==> src/design/csb_pkg.sv <==
/*
 Constants for the channel status block buffer: register map, field positions,
 reset values, block geometry, check byte polynomial and FIFO defaults.
 Assumes a 32-bit APB bus with byte addresses and one register per aligned word.
*/
// Functional notes
// - Keep one 192-bit status block per subframe channel and as much again for user bits.
// - Status data passes through two block-sized buffers in series, staging then transmit.
// - Software reads and writes the staging buffer through registers on the bus.
// - Only the transmit buffer feeds the serial bits, save status bits in hardware mode and a professional check byte; it changes only by whole-block copies.
// - Block copies happen on the output frame timebase, at a block boundary, before sending.
// - The top bit of every stored status byte goes out first; user words go out top bit first, odd bits to A, even bits to B.
// - Byte zero of the channel A block sits at address 20h, its top bit being the professional flag.
// - Every block copy raises an event when the event enable bit is set.
// - While the inhibit bit is set no block copy takes place.
// - A professional block gets its check byte computed by the block, not written by software.
// - The check byte is also generated when status bits arrive on the serial pin in hardware mode.
// - The status staging buffer is 24 words of 16 bits, channel A in the upper byte, channel B in the lower; user words put A on odd bits.
package csb_pkg;
    // Block geometry
    localparam int       CSB_WORDS      = 24;
    localparam logic [7:0] CSB_LAST_BIT = 8'hBF;
    localparam logic [7:0] CSB_CRC_FIRST = 8'hB8;
    // Byte addresses and word indexes
    localparam logic [7:0] CSB_CTRL_ADDR = 8'h00;
    localparam logic [7:0] CSB_STAT_ADDR = 8'h04;
    localparam logic [7:0] CSB_CBUF_ADDR = 8'h20;
    localparam logic [7:0] CSB_UBUF_ADDR = 8'h80;
    localparam logic [5:0] CSB_CTRL_IDX  = CSB_CTRL_ADDR[7:2];
    localparam logic [5:0] CSB_STAT_IDX  = CSB_STAT_ADDR[7:2];
    localparam logic [5:0] CSB_CBUF_IDX  = CSB_CBUF_ADDR[7:2];
    localparam logic [5:0] CSB_CBUF_END  = 6'h20;
    localparam logic [5:0] CSB_UBUF_IDX  = CSB_UBUF_ADDR[7:2];
    localparam logic [5:0] CSB_UBUF_END  = 6'h38;
    // Control fields
    localparam int CSB_CTRL_INHIBIT = 0;
    localparam int CSB_CTRL_EVT_EN  = 1;
    // Check byte generator
    localparam logic [7:0] CSB_CRC_INIT = 8'hFF;
    localparam logic [7:0] CSB_CRC_POLY = 8'h1D;
    // Write FIFO: word index plus 16 data bits
    localparam int CSB_FIFO_DEPTH = 16;
    localparam int CSB_FIFO_WIDTH = 22;
endpackage

==> src/design/csb_fifo.sv <==
/*
 Synchronous FIFO with valid/ready on both sides and an occupancy count.
 Assumes one clock, asynchronous active-low reset, and a clock enable that freezes it.
*/
`timescale 1ns/10ps
module csb_fifo
    import csb_pkg::*;
#(
    parameter int WIDTH = CSB_FIFO_WIDTH,
    parameter int DEPTH = CSB_FIFO_DEPTH
) (
    input  logic                     pclk,      // Clock
    input  logic                     presetn,   // Async reset, low
    input  logic                     ce,        // Clock enable
    input  logic                     in_valid,  // Push request
    output logic                     in_ready,  // Room available
    input  logic [WIDTH-1:0]         in_data,   // Push data
    output logic                     out_valid, // Data available
    input  logic                     out_ready, // Pop request
    output logic [WIDTH-1:0]         out_data,  // Head entry
    output logic [$clog2(DEPTH):0]   level      // Entries held
);
    localparam int AW = $clog2(DEPTH);

    // Depth must be a power of two for pointer wrap
    if (DEPTH < 2 || (DEPTH & (DEPTH - 1)) != 0) begin : g_depth_check
        $error("csb_fifo DEPTH must be a power of two of at least 2");
    end

    typedef struct packed {
        logic [DEPTH-1:0][WIDTH-1:0] mem;
        logic [AW-1:0]               wr_ptr;
        logic [AW-1:0]               rd_ptr;
        logic [AW:0]                 count;
    } csb_fifo_state_type;

    csb_fifo_state_type state_ff;
    csb_fifo_state_type nxt_state;
    logic               push;
    logic               pop;

    // Flags and head
    assign in_ready  = state_ff.count != (AW + 1)'(DEPTH);
    assign out_valid = state_ff.count != '0;
    assign out_data  = state_ff.mem[state_ff.rd_ptr];
    assign level     = state_ff.count;
    assign push      = in_valid & in_ready;
    assign pop       = out_valid & out_ready;

    // Pointer and count update
    always_comb begin
        nxt_state = state_ff;
        if (push) begin
            nxt_state.mem[state_ff.wr_ptr] = in_data;
            nxt_state.wr_ptr = state_ff.wr_ptr + 1'b1;
        end
        if (pop) begin
            nxt_state.rd_ptr = state_ff.rd_ptr + 1'b1;
        end
        if (push && !pop) begin
            nxt_state.count = state_ff.count + 1'b1;
        end else if (pop && !push) begin
            nxt_state.count = state_ff.count - 1'b1;
        end
    end

    // State register
    always_ff @(posedge pclk or negedge presetn) begin
        if (!presetn) begin
            state_ff <= '0;
        end else if (ce) begin
            state_ff <= nxt_state;
        end
    end

    a_fifo_count_bound: assert property (@(posedge pclk) disable iff (!presetn)
        state_ff.count <= (AW + 1)'(DEPTH))
        else $error("FIFO count above depth");
endmodule

==> src/design/csb_crc.sv <==
/*
 Serial generator of the status block check byte, one bit per frame.
 Assumes the caller starts it on bit 0 and shifts it for each bit before the check byte.
*/
`timescale 1ns/10ps
module csb_crc
    import csb_pkg::*;
(
    input  logic       pclk,    // Clock
    input  logic       presetn, // Async reset, low
    input  logic       ce,      // Clock enable
    input  logic       start,   // First bit of block
    input  logic       shift,   // Bit to absorb
    input  logic       bit_in,  // Serial bit
    output logic [7:0] crc      // Running check byte
);
    typedef struct packed {
        logic [7:0] crc;
    } csb_crc_state_type;

    csb_crc_state_type state_ff;
    csb_crc_state_type nxt_state;
    logic [7:0]        seed;
    logic              fb;

    assign crc = state_ff.crc;

    // Polynomial x^8+x^4+x^3+x^2+1, preset to ones
    always_comb begin
        nxt_state = state_ff;
        seed = start ? CSB_CRC_INIT : state_ff.crc;
        fb = bit_in ^ seed[7];
        if (start || shift) begin
            nxt_state.crc = {seed[6:0], 1'b0} ^ (fb ? CSB_CRC_POLY : 8'h00);
        end
    end

    // State register
    always_ff @(posedge pclk or negedge presetn) begin
        if (!presetn) begin
            state_ff <= '0;
        end else if (ce) begin
            state_ff <= nxt_state;
        end
    end
endmodule

==> src/design/csb_top.sv <==
/*
 Channel status block buffer: APB register slave, staging and transmit buffers
 for status and user bits, frame-timed block copy and serial bit output.
 Assumes frame_tick pulses once per frame and block_start marks frame 0, both synchronous to pclk.
*/
`timescale 1ns/10ps
module csb_top
    import csb_pkg::*;
#(
    parameter int FIFO_DEPTH = CSB_FIFO_DEPTH
) (
    input  logic        pclk,        // APB clock, 40 MHz
    input  logic        presetn,     // Async reset, low
    input  logic        ce,          // Clock enable
    input  logic        psel,        // APB select
    input  logic        penable,     // APB access phase
    input  logic        pwrite,      // APB write
    input  logic [7:0]  paddr,       // APB byte address
    input  logic [31:0] pwdata,      // APB write data
    output logic [31:0] prdata,      // APB read data
    output logic        pready,      // APB ready
    output logic        pslverr,     // APB error
    input  logic        frame_tick,  // One pulse per frame
    input  logic        block_start, // Frame 0 of block
    input  logic        hw_mode,     // Status bits from pin
    input  logic        hw_cs_in,    // Serial status bit
    output logic        cs_a,        // Status bit, channel A
    output logic        cs_b,        // Status bit, channel B
    output logic        u_a,         // User bit, channel A
    output logic        u_b,         // User bit, channel B
    output logic        xfer_event   // Block copy pulse
);
    localparam int LW = $clog2(FIFO_DEPTH) + 1;

    if (FIFO_DEPTH > 128) begin : g_depth_check
        $error("csb_top FIFO_DEPTH above 128 does not fit the status field");
    end

    typedef logic [CSB_WORDS-1:0][15:0] csb_block_type;

    typedef struct packed {
        csb_block_type stage_c;
        csb_block_type tx_c;
        csb_block_type stage_u;
        csb_block_type tx_u;
        logic          inhibit;
        logic          evt_en;
        logic [7:0]    bit_idx;
        logic [7:0]    xfer_cnt;
        logic          pro_a;
        logic          pro_b;
        logic          cs_a;
        logic          cs_b;
        logic          u_a;
        logic          u_b;
        logic          xfer_evt;
        logic [31:0]   prdata;
        logic          pready;
        logic          pslverr;
    } csb_state_type;

    csb_state_type                 state_ff;
    csb_state_type                 nxt_state;
    logic [5:0]                    req_idx;
    logic                          req_ok;
    logic                          access;
    logic                          fifo_in_valid;
    logic                          fifo_in_ready;
    logic                          fifo_out_valid;
    logic                          fifo_out_ready;
    logic [CSB_FIFO_WIDTH-1:0]     fifo_out_data;
    logic [LW-1:0]                 fifo_level;
    logic [5:0]                    fifo_idx;
    logic [15:0]                   fifo_wdata;
    logic [5:0]                    drain_c;
    logic [5:0]                    drain_u;
    logic [5:0]                    rd_c;
    logic [5:0]                    rd_u;
    logic [31:0]                   stat_word;
    logic [31:0]                   rd_data;
    logic                          boundary;
    logic                          xfer_now;
    logic [7:0]                    nxt_idx;
    csb_block_type                 src_c;
    csb_block_type                 src_u;
    logic [4:0]                    sel_word;
    logic [2:0]                    sel_bit;
    logic                          raw_a;
    logic                          raw_b;
    logic                          in_crc;
    logic                          crc_start;
    logic                          crc_shift;
    logic [7:0]                    crc_a;
    logic [7:0]                    crc_b;

    // Outputs straight from the state register
    assign prdata     = state_ff.prdata;
    assign pready     = state_ff.pready;
    assign pslverr    = state_ff.pslverr;
    assign cs_a       = state_ff.cs_a;
    assign cs_b       = state_ff.cs_b;
    assign u_a        = state_ff.u_a;
    assign u_b        = state_ff.u_b;
    assign xfer_event = state_ff.xfer_evt;

    // Address decode, unmapped words answer with an error
    assign req_idx = paddr[7:2];
    assign req_ok  = (paddr[1:0] == 2'h0)
                   && ((req_idx == CSB_CTRL_IDX) || (req_idx == CSB_STAT_IDX)
                   || (req_idx >= CSB_CBUF_IDX && req_idx < CSB_CBUF_END)
                   || (req_idx >= CSB_UBUF_IDX && req_idx < CSB_UBUF_END));
    assign access  = psel & penable & ~state_ff.pready;

    // Writes queue in the FIFO; a full FIFO holds pready low
    assign fifo_in_valid  = access & pwrite & req_ok;
    assign fifo_out_ready = ~xfer_now;
    assign fifo_idx       = fifo_out_data[21:16];
    assign fifo_wdata     = fifo_out_data[15:0];
    assign drain_c        = fifo_idx - CSB_CBUF_IDX;
    assign drain_u        = fifo_idx - CSB_UBUF_IDX;

    csb_fifo #(
        .WIDTH (CSB_FIFO_WIDTH),
        .DEPTH (FIFO_DEPTH)
    ) u_fifo (
        .pclk      (pclk),
        .presetn   (presetn),
        .ce        (ce),
        .in_valid  (fifo_in_valid),
        .in_ready  (fifo_in_ready),
        .in_data   ({req_idx, pwdata[15:0]}),
        .out_valid (fifo_out_valid),
        .out_ready (fifo_out_ready),
        .out_data  (fifo_out_data),
        .level     (fifo_level)
    );

    // Read mux: control, status, then the two staging buffers
    assign rd_c      = req_idx - CSB_CBUF_IDX;
    assign rd_u      = req_idx - CSB_UBUF_IDX;
    assign stat_word = {6'h00, state_ff.pro_a, state_ff.inhibit, 8'(fifo_level),
                        state_ff.xfer_cnt, state_ff.bit_idx};
    assign rd_data   = (req_idx == CSB_CTRL_IDX) ? {30'h0, state_ff.evt_en, state_ff.inhibit}
                     : (req_idx == CSB_STAT_IDX) ? stat_word
                     : (req_idx < CSB_UBUF_IDX)  ? {16'h0000, state_ff.stage_c[rd_c[4:0]]}
                     : {16'h0000, state_ff.stage_u[rd_u[4:0]]};

    // Frame timebase: boundary, copy decision and next bit position
    assign boundary = block_start | (state_ff.bit_idx == CSB_LAST_BIT);
    assign xfer_now = frame_tick & boundary & ~state_ff.inhibit;
    assign nxt_idx  = boundary ? 8'h00 : state_ff.bit_idx + 8'h01;
    assign src_c    = xfer_now ? state_ff.stage_c : state_ff.tx_c;
    assign src_u    = xfer_now ? state_ff.stage_u : state_ff.tx_u;
    assign sel_word = nxt_idx[7:3];
    assign sel_bit  = ~nxt_idx[2:0];

    // Byte top bit first; A in upper byte, B in lower
    assign raw_a     = hw_mode ? hw_cs_in : src_c[sel_word][{1'b1, sel_bit}];
    assign raw_b     = hw_mode ? hw_cs_in : src_c[sel_word][{1'b0, sel_bit}];
    assign in_crc    = nxt_idx >= CSB_CRC_FIRST;
    assign crc_start = frame_tick & (nxt_idx == 8'h00);
    assign crc_shift = frame_tick & ~in_crc;

    csb_crc u_crc_a (
        .pclk    (pclk),
        .presetn (presetn),
        .ce      (ce),
        .start   (crc_start),
        .shift   (crc_shift),
        .bit_in  (raw_a),
        .crc     (crc_a)
    );

    csb_crc u_crc_b (
        .pclk    (pclk),
        .presetn (presetn),
        .ce      (ce),
        .start   (crc_start),
        .shift   (crc_shift),
        .bit_in  (raw_b),
        .crc     (crc_b)
    );

    // Next state: bus answer, FIFO drain, frame step
    always_comb begin
        nxt_state = state_ff;
        nxt_state.pready = 1'b0;
        nxt_state.pslverr = 1'b0;
        nxt_state.xfer_evt = 1'b0;
        if (access) begin
            if (!req_ok) begin
                nxt_state.pready = 1'b1;
                nxt_state.pslverr = 1'b1;
                nxt_state.prdata = 32'h00000000;
            end else if (pwrite) begin
                nxt_state.pready = fifo_in_ready;
            end else if (!fifo_out_valid) begin
                nxt_state.pready = 1'b1;
                nxt_state.prdata = rd_data;
            end
        end
        if (fifo_out_valid && !xfer_now) begin
            if (fifo_idx == CSB_CTRL_IDX) begin
                nxt_state.inhibit = fifo_wdata[CSB_CTRL_INHIBIT];
                nxt_state.evt_en = fifo_wdata[CSB_CTRL_EVT_EN];
            end else if (fifo_idx >= CSB_CBUF_IDX && fifo_idx < CSB_CBUF_END) begin
                nxt_state.stage_c[drain_c[4:0]] = fifo_wdata;
            end else if (fifo_idx >= CSB_UBUF_IDX && fifo_idx < CSB_UBUF_END) begin
                nxt_state.stage_u[drain_u[4:0]] = fifo_wdata;
            end
        end
        if (frame_tick) begin
            nxt_state.bit_idx = nxt_idx;
            if (xfer_now) begin
                nxt_state.tx_c = state_ff.stage_c;
                nxt_state.tx_u = state_ff.stage_u;
                nxt_state.xfer_cnt = state_ff.xfer_cnt + 8'h01;
                nxt_state.xfer_evt = state_ff.evt_en;
            end
            if (nxt_idx == 8'h00) begin
                nxt_state.pro_a = raw_a;
                nxt_state.pro_b = raw_b;
            end
            nxt_state.cs_a = (in_crc && state_ff.pro_a) ? crc_a[sel_bit] : raw_a;
            nxt_state.cs_b = (in_crc && state_ff.pro_b) ? crc_b[sel_bit] : raw_b;
            nxt_state.u_a = src_u[sel_word][{sel_bit, 1'b1}];
            nxt_state.u_b = src_u[sel_word][{sel_bit, 1'b0}];
        end
    end

    // State register; first frame after reset opens a block
    always_ff @(posedge pclk or negedge presetn) begin
        if (!presetn) begin
            state_ff <= '0;
            state_ff.bit_idx <= CSB_LAST_BIT;
        end else if (ce) begin
            state_ff <= nxt_state;
        end
    end

    a_inhibit_no_copy: assert property (
        @(posedge pclk) disable iff (!presetn)
        (ce && frame_tick && state_ff.inhibit) |=> (state_ff.xfer_cnt == $past(state_ff.xfer_cnt)))
        else $error("Block copied while inhibited");

    a_copy_whole_block: assert property (
        @(posedge pclk) disable iff (!presetn)
        (ce && xfer_now) |=> (state_ff.tx_c == $past(state_ff.stage_c)) && !state_ff.inhibit)
        else $error("Transmit buffer differs from staged block");

    a_copy_on_frame: assert property (
        @(posedge pclk) disable iff (!presetn)
        (ce && !(frame_tick && boundary)) |=> (state_ff.tx_c == $past(state_ff.tx_c)))
        else $error("Transmit buffer changed off a block boundary");

    a_copy_event: assert property (
        @(posedge pclk) disable iff (!presetn)
        (ce && xfer_now) |=> (state_ff.xfer_evt == $past(state_ff.evt_en)))
        else $error("Copy event missing or unwanted");

    a_pro_bit_first: assert property (
        @(posedge pclk) disable iff (!presetn)
        (ce && frame_tick && !hw_mode && !xfer_now && nxt_idx == 8'h00)
        |=> (cs_a == $past(state_ff.tx_c[0][15])) && (state_ff.pro_a == cs_a))
        else $error("Block did not open with byte 0 top bit");

    a_msb_order: assert property (
        @(posedge pclk) disable iff (!presetn)
        (ce && frame_tick && !hw_mode && !xfer_now && nxt_idx == 8'h09)
        |=> (cs_b == $past(state_ff.tx_c[1][6])))
        else $error("Bit order within byte wrong");

    a_check_byte: assert property (
        @(posedge pclk) disable iff (!presetn)
        (ce && frame_tick && nxt_idx == CSB_CRC_FIRST && state_ff.pro_a)
        |=> (cs_a == $past(crc_a[7])))
        else $error("Check byte not sent in professional block");

    a_serial_pass: assert property (
        @(posedge pclk) disable iff (!presetn)
        (ce && frame_tick && hw_mode && !in_crc) |=> (cs_a == $past(hw_cs_in)) && (cs_b == cs_a))
        else $error("Serial status bit not passed");

    a_stage_layout: assert property (
        @(posedge pclk) disable iff (!presetn)
        (ce && fifo_out_valid && !xfer_now && fifo_idx == CSB_CBUF_IDX)
        |=> (state_ff.stage_c[0] == $past(fifo_wdata)))
        else $error("Staging word 0 not written");

    a_read_answer: assert property (
        @(posedge pclk) disable iff (!presetn)
        (ce && access && !pwrite && req_ok && !fifo_out_valid) |=> pready && !pslverr)
        else $error("Read not answered");
endmodule

==> config.mk <==
export PLATFORM = sky130hd
export DESIGN_NAME = csb_top
export DESIGN_NICKNAME = d
export VERILOG_FILES = /design/src/design/csb_pkg.sv /design/src/design/csb_fifo.sv /design/src/design/csb_crc.sv /design/src/design/csb_top.sv
export SDC_FILE = /design/constraint.sdc
export NUM_CORES = 2
export LEC_CHECK = 0
export BUFFER_PORTS_ARGS = -buffer_cell sky130_fd_sc_hd__buf_2
export CAP_MARGIN = 20
export CORE_ASPECT_RATIO = 0.6
export CORE_MARGIN = 1.5
export CORE_UTILIZATION = 45
export CTS_CLUSTER_SIZE = 25
export DETAILED_ROUTE_END_ITERATION = 8
export PLACE_DENSITY = 0.59
export SYNTH_ARGS = -nofsm -noshare
export SYNTH_HDL_FRONTEND = slang
export SYNTH_SLANG_ARGS = --single-unit
==> constraint.sdc <==
create_clock -name pclk -period 7 [get_ports pclk]
set_clock_uncertainty 0.2 [all_clocks]
set_input_delay 0.35 -clock pclk [delete_from_list [all_inputs] [get_ports pclk]]
set_output_delay 0.35 -clock pclk [all_outputs]
set_load 0.01 [all_outputs]
==> After elaboration in Yosys (flattened, before gate mapping) <==
Cells that the tools add are included.
{ "op_classes": {"add_sub_neg": 10, "n_mul": 0, "div_mod_pow": 0, "n_lt_le_gt_ge": 24, "eq_ne": 5, "n_shift": 0, "n_mux": 55, "bitwise": 22, "reduce_logical": 37} }
{ "op_table": {"columns": ["op", "n"], "rows": [
  ["$bwmux W384", 2],
  ["$mux W384", 2],
  ["$bwmux W352", 1],
  ["$bmux W16 S5", 4],
  ["$demux W16 S5", 2],
  ["$mux W16", 7],
  ["$bmux W22 S4", 1],
  ["$demux W22 S4", 1],
  ["$mux W33", 2],
  ["$mux W26", 2],
  ["$mux W22", 2],
  ["$mux W32", 1],
  ["$lt A5 B6 Y1 const B", 5],
  ["$lt A4 B5 Y1 const B", 5],
  ["$lt A6 B6 Y1 const B", 4],
  ["$mux W8", 3],
  ["$mux W5", 4],
  ["$bmux W1 S3", 6],
  ["$add A8 B1 Y8 const B", 2],
  ["$xor A8 B8 Y8", 2],
  ["$sub A5 B1 Y5 const B", 3],
  ["$mux W1", 14],
  ["$logic_and A1 B1 Y1", 13],
  ["$ge A6 B4 Y1 const B", 2],
  ["other kinds (30)", 63]
]} }
{ "word_totals": {"regBits": 1976, "latch_bits": 0, "ramBits": 0, "romBits": 0, "in_bits": 50, "output_inout_bits": 39, "n_memories": 0} }

==> Depth between registers and ports, before layout <==
{ "logic_depth": {"depth_word": 13, "mapped_depth": 19, "ltp_nobuf": 13} }

==> By module <==
Synthesis repeated with hierarchy kept, for this count alone.
{ "unflattened": {"hier_cells": 7695, "area_unflattened_um2": 93026.7} }
{ "modules_own_cells": {"columns": ["module", "instances", "cells_per_inst", "area_each_um2"], "rows": [
  ["csb_top", 1, 6553, 74631.6],
  ["csb_fifo", 1, 1052, 17476.8],
  ["csb_crc", 2, 45, 459.2]
]} }

==> Least setup slack after synthesis <==
Ideal clock, no wire load.
{ "synth_timing": {"kind": "reg-to-reg", "from": "register state_ff (netlist bit stat_word[0])", "to": "register u_fifo.state_ff (netlist bit u_fifo.level[4])", "setup_time_ps": 125, "t_arrival_ps": 3684, "path_slack_ps": 2991, "path_stages_with_launch": 20, "path_cell_list": "dfstp_2 > ha_1 > nand3_2 > o21bai_4 > nand2_2 > buf_2 > buf_2 > buf_6 > buf_2 > buf_2 > buf_2 > nand2_1 > ha_1 > inv_1 > fa_1 > a21o_1 > a21oi_1 > xnor2_1 > nor2_1 > xor2_1"} }
{ "synth_between": {"elab_chain_cells": 10, "elab_cells_between_ends": 12} }
{ "synth_lines": {"columns": ["element", "line_no", "text"], "rows": [
  ["start, declared", "csb_top.sv:62", "csb_state_type state_ff;"],
  ["start signal, assigned", "csb_top.sv:237", "state_ff <= nxt_state;"],
  ["$eq A8 B8 Y1 *", "csb_top.sv:149", "assign boundary = block_start | (state_ff.bit_idx == CSB_LAST_BIT);"],
  ["$or A1 B1 Y1 *", "csb_top.sv:149", null],
  ["$and A1 B1 Y1 * (2 in a row)", "csb_top.sv:150", "assign xfer_now = frame_tick & boundary & ~state_ff.inhibit;"],
  ["$not A1 Y1 *", "csb_top.sv:116", "assign fifo_out_ready = ~xfer_now;"],
  ["$and A1 B1 Y1 *", "csb_fifo.sv:48", "assign pop = out_valid & out_ready;"],
  ["$logic_not A1 Y1", "csb_fifo.sv:60", "if (push && !pop) begin"],
  ["$logic_and A1 B1 Y1", "csb_fifo.sv:60", null],
  ["$reduce_bool A2 Y1 (no line)", null, null],
  ["$reduce_and A2 Y1 (no line)", null, null],
  ["end signal, assigned", "csb_fifo.sv:72", "state_ff <= nxt_state;"],
  ["end, declared", "csb_fifo.sv:37", "csb_fifo_state_type state_ff;"]
]} }
Mark *: on every way between the ends. The rest lies on a longest branch, timed or not.
A chain may end at the register's enable or synchronous reset.

==> Final worst setup path <==
{ "layout_timing": {"from": "register state_ff (netlist bit stat_word[1])", "to": "register u_crc_b.state_ff (netlist bit u_crc_b.crc[0])"} }
{ "layout_between": {"elab_chain_cells": 13, "elab_cells_between_ends": 24} }
{ "layout_lines": {"columns": ["element", "line_no", "text"], "rows": [
  ["$eq A8 B8 Y1", "csb_top.sv:149", null],
  ["$or A1 B1 Y1", "csb_top.sv:149", null],
  ["$and A1 B1 Y1 (2 in a row)", "csb_top.sv:150", null],
  ["$mux W384", null, null],
  ["$bmux W16 S5", "csb_top.sv:159", "assign raw_b = hw_mode ? hw_cs_in : src_c[sel_word][{1'b0, sel_bit}];"],
  ["$mux W16 (not written as such)", "csb_top.sv:159", null],
  ["$bmux W1 S3", "csb_top.sv:159", null],
  ["$mux W1 (not written as such)", "csb_top.sv:159", null],
  ["$mux W1", "csb_top.sv:159", null],
  ["$xor A1 B1 Y1", "csb_crc.sv:32", "fb = bit_in ^ seed[7];"],
  ["$mux W5", "csb_crc.sv:34", "nxt_state.crc = {seed[6:0], 1'b0} ^ (fb ? CSB_CRC_POLY : 8'h00);"],
  ["$xor A8 B8 Y8", "csb_crc.sv:34", null],
  ["end signal, assigned", "csb_crc.sv:43", "state_ff <= nxt_state;"],
  ["end, declared", "csb_crc.sv:21", "csb_crc_state_type state_ff;"]
]} }
Several ways; a longest one is shown, not always the timed one. The select of a mux whose other input is x is not followed.

==> flow_metrics.env <==
export IMPL_ys_flop_type="dfrtp_1"
export IMPL_fmax_mhz=162
export IMPL_outcome="finished, final reports clean"
export IMPL_synth_top_cell_area_share_pct=52.0
export IMPL_drt_initial_drc_count=9343
export IMPL_clk_pin_slew_ns=0.06
export IMPL_ys_seq_area_share_pct=52.2
export IMPL_cp_buffers_inverters=2
export IMPL_post_cts_buffers=0
export IMPL_cts_root_buf="clkbuf_16"
export IMPL_maxCapViolations=0
export IMPL_vias=69900
export IMPL_ir_drop_uv=206
export IMPL_cp_top_family="simple AND/OR/NAND/NOR gates"
export IMPL_path_cells="ha_1, and3_1, mux2i_4, nand3_2, buf_4, o221ai_1, a211oi_1, nor4_1, buf_4, o311ai_0, and3_1, o211ai_1, and2_1, o221a_2"
export IMPL_ctsHoldBuffers=30
export IMPL_vias_per_cell=6.16
export IMPL_dr_pass1_iters=8
export IMPL_antenna_found_initial=22
export IMPL_synthCells=8647
export IMPL_p_leak_nw=51.9
export IMPL_synth_area_um2=94300
export IMPL_cts_sinks=1967
export IMPL_rows=129
export IMPL_hold_class="in -> reg"
export IMPL_cts_resized=0
export IMPL_ys_types=95
export IMPL_area_growth_pct=10.3
export IMPL_final_cell_mix="nand2_1, dfrtp_1, mux2_2, mux4_2, o21ai_0"
export IMPL_synth_area_leaders="dfrtp_1, nand2_1, mux2_2, mux4_2, mux2i_1"
export IMPL_worstMarginPinSlew_ns=1.22
export IMPL_synth_seq_cells=1967
export IMPL_drt_wl_total_mm=327
export IMPL_grt_pass1_vias=66900
export IMPL_critPathMaxFanout=20
export IMPL_powerDensity_nw_per_um2=241
export IMPL_finalPower_mw=25.0
export IMPL_yosys_warnings=0
export IMPL_initial_core_util_pct=45.5
export IMPL_synth_top_area_cell="dfrtp_1"
export IMPL_drc=0
export IMPL_clk_path_buf_depth=4
export IMPL_hold_viol=0
export IMPL_core_area_um2=207000
export IMPL_synth_edf_count=0
export IMPL_required_ns=7.59
export IMPL_die_x_um=594
export IMPL_final_min_clock_period_ns=6.17
export IMPL_grt_pass1_wl_mm=478
export IMPL_async_reset_ff_share_pct=100
export IMPL_ctsHtreeMaxLevel=4
export IMPL_worst_setup_path_type="reg -> reg"
export IMPL_hold_start="penable"
export IMPL_wl_per_cell_um=28.8
export IMPL_ios=89
export IMPL_setup_viol=0
export IMPL_die_h_um=358
export IMPL_cp_slowest_cell="nand3_2"
export IMPL_crit_path_end_kind="flop"
export IMPL_critPathLaunchType="flop"
export IMPL_syn_avg_cell_area_um2=10.9
export IMPL_period_share_pct=88.1
export IMPL_gp_congestion=0.953
export IMPL_slowest_delay_ns=0.82
export IMPL_drv_slew=0
export IMPL_io_buffers=63
export IMPL_relSlewSlack_pct=18.4
export IMPL_numCtsBuffers=194
export IMPL_overflow=0
export IMPL_final_common_cell="nand2_1"
export IMPL_fin_setup_tns_ns=0
export IMPL_finalCoreUtilization_pct=50.2
export IMPL_dp_cells=11000
export IMPL_rsz0062_at_grt="no"
export IMPL_dieArea_um2=212000
export IMPL_worst_skew_pair_late_latency_ns=0.88
export IMPL_cts_tree="done"
export IMPL_grt_usage_pct=30.6
export IMPL_ant_nets=0
export IMPL_drive_above_1_share_pct=24.2
export IMPL_cp_startpoint="stat_word[1]"
export IMPL_finalNonFillerCells=11300
export IMPL_arrival_ns=6.75
export IMPL_r2r_start="stat_word[1]"
export IMPL_grt_max_degree=207
export IMPL_finalNetCount=8511
export IMPL_hpwl_mm=198
final timing paths:
| path | depth (start not counted) | slack [ns] | end |
|---|---|---|---|
| min in group asynchronous | 3 | 0.48 | state_ff[559] |
| max reg2reg | 14 | 0.83 | u_crc_b.crc[0] |
| min reg2reg | 2 | 0.24 | state_ff[244] |
| max | 14 | 0.83 | u_crc_b.crc[0] |
| max in group asynchronous | 5 | 4.05 | state_ff[215] |
| min | 6 | 0.09 | prdata[0] |
through the flow:
stage / cell area (um^2) / setup slack [ns] / hold WS [ns]
after floorplan: 94300 / 2.99 / -0.146
after global placement: 97200 / 1.10 / 0.248
after detailed placement: 97200 / 1.23 / 0.249
after CTS: 104000 / 1.20 / 0.0105
after global routing: 104000 / 0.749 / 0.103
final: 104000 / 0.832 / 0.0908
worst reg2reg max path, cell delays in order, from the launching register on:
cell and delay, ns:
dfstp_2 0.63, ha_1 0.37, and3_1 0.50, mux2i_4 0.60, nand3_2 0.82, buf_4 0.51, o221ai_1 0.20, a211oi_1 0.08
nor4_1 0.43, buf_4 0.24, o311ai_0 0.11, and3_1 0.23, o211ai_1 0.55, and2_1 0.39, o221a_2 0.25
synth_stat cells (all sizes together) (11+ instances only):
master,instances
a21o,11
a22oi,21
nor3,54
nor4,17
nand2,2910
buf,283
a31oi,101
a211oi,44
o221ai,43
clkbuf,434
mux2,1097
nor2,220
a221oi,16
nand2b,13
o211ai,17
a311oi,55
mux2i,165
and3,39
a22o,17
nand4,12
nand3,75
o22ai,43
o21ai,271
and2,15
mux4,334
ha,12
xnor2,24
dfrtp,1960
a21oi,172
inv,19
final cells by class:
cell class / count / area, um^2
fill: 18100 / 103000
timing repair buffer: 314 / 2730
antenna: 6 / 15.0
clock buffer: 285 / 5760
clock inverter: 50 / 681
multi-input combinational: 5951 / 42100
sequential: 1967 / 49200
tap: 2751 / 3440
inverter: 20 / 76.3
per-layer routing:
metal  vias up  wire [um]  track usage [%]
met3       590      44500             11.5
met4        14       9310             8.61
met5         -         98                0
met2      3803     130000             41.0
met1     36100     143000             45.6
li1      29400          -                -
power by group:
| part | total, mW | switching, mW | leakage [nW] | internal (mW) |
|---|---|---|---|---|
| Clock | 10.9 | 4.66 | 3.19 | 6.23 |
| Combinational | 2.26 | 1.55 | 21.3 | 0.715 |
| Sequential | 11.9 | 0.336 | 27.4 | 11.5 |
cells by family after synthesis:
group | Yosys count | share of synthesized area [%]
flip-flops | 1967 | 52.2
multiplexers | 1596 | 23.2
XOR/XNOR | 32 | 0.305
AND/OR/NAND/NOR | 3391 | 14.3
buffers and inverters | 737 | 3.46
AO/OA/AOI/OAI | 910 | 6.24
adder cells (fa/ha/maj) | 13 | 0.181
other | 1 | 0.00398
sequential cells by signal, summed over array words and instances (netlist names):
signal,cells
cs_a,1
stat_word,18
u_crc_b.crc,8
u_fifo.state_ff,360
prdata,23
u_a,1
pslverr,1
u_b,1
xfer_event,1
state_ff,1538
u_crc_a.crc,8
pready,1
u_fifo.level,5
cs_b,1
(Power assumes the default switching activity.)
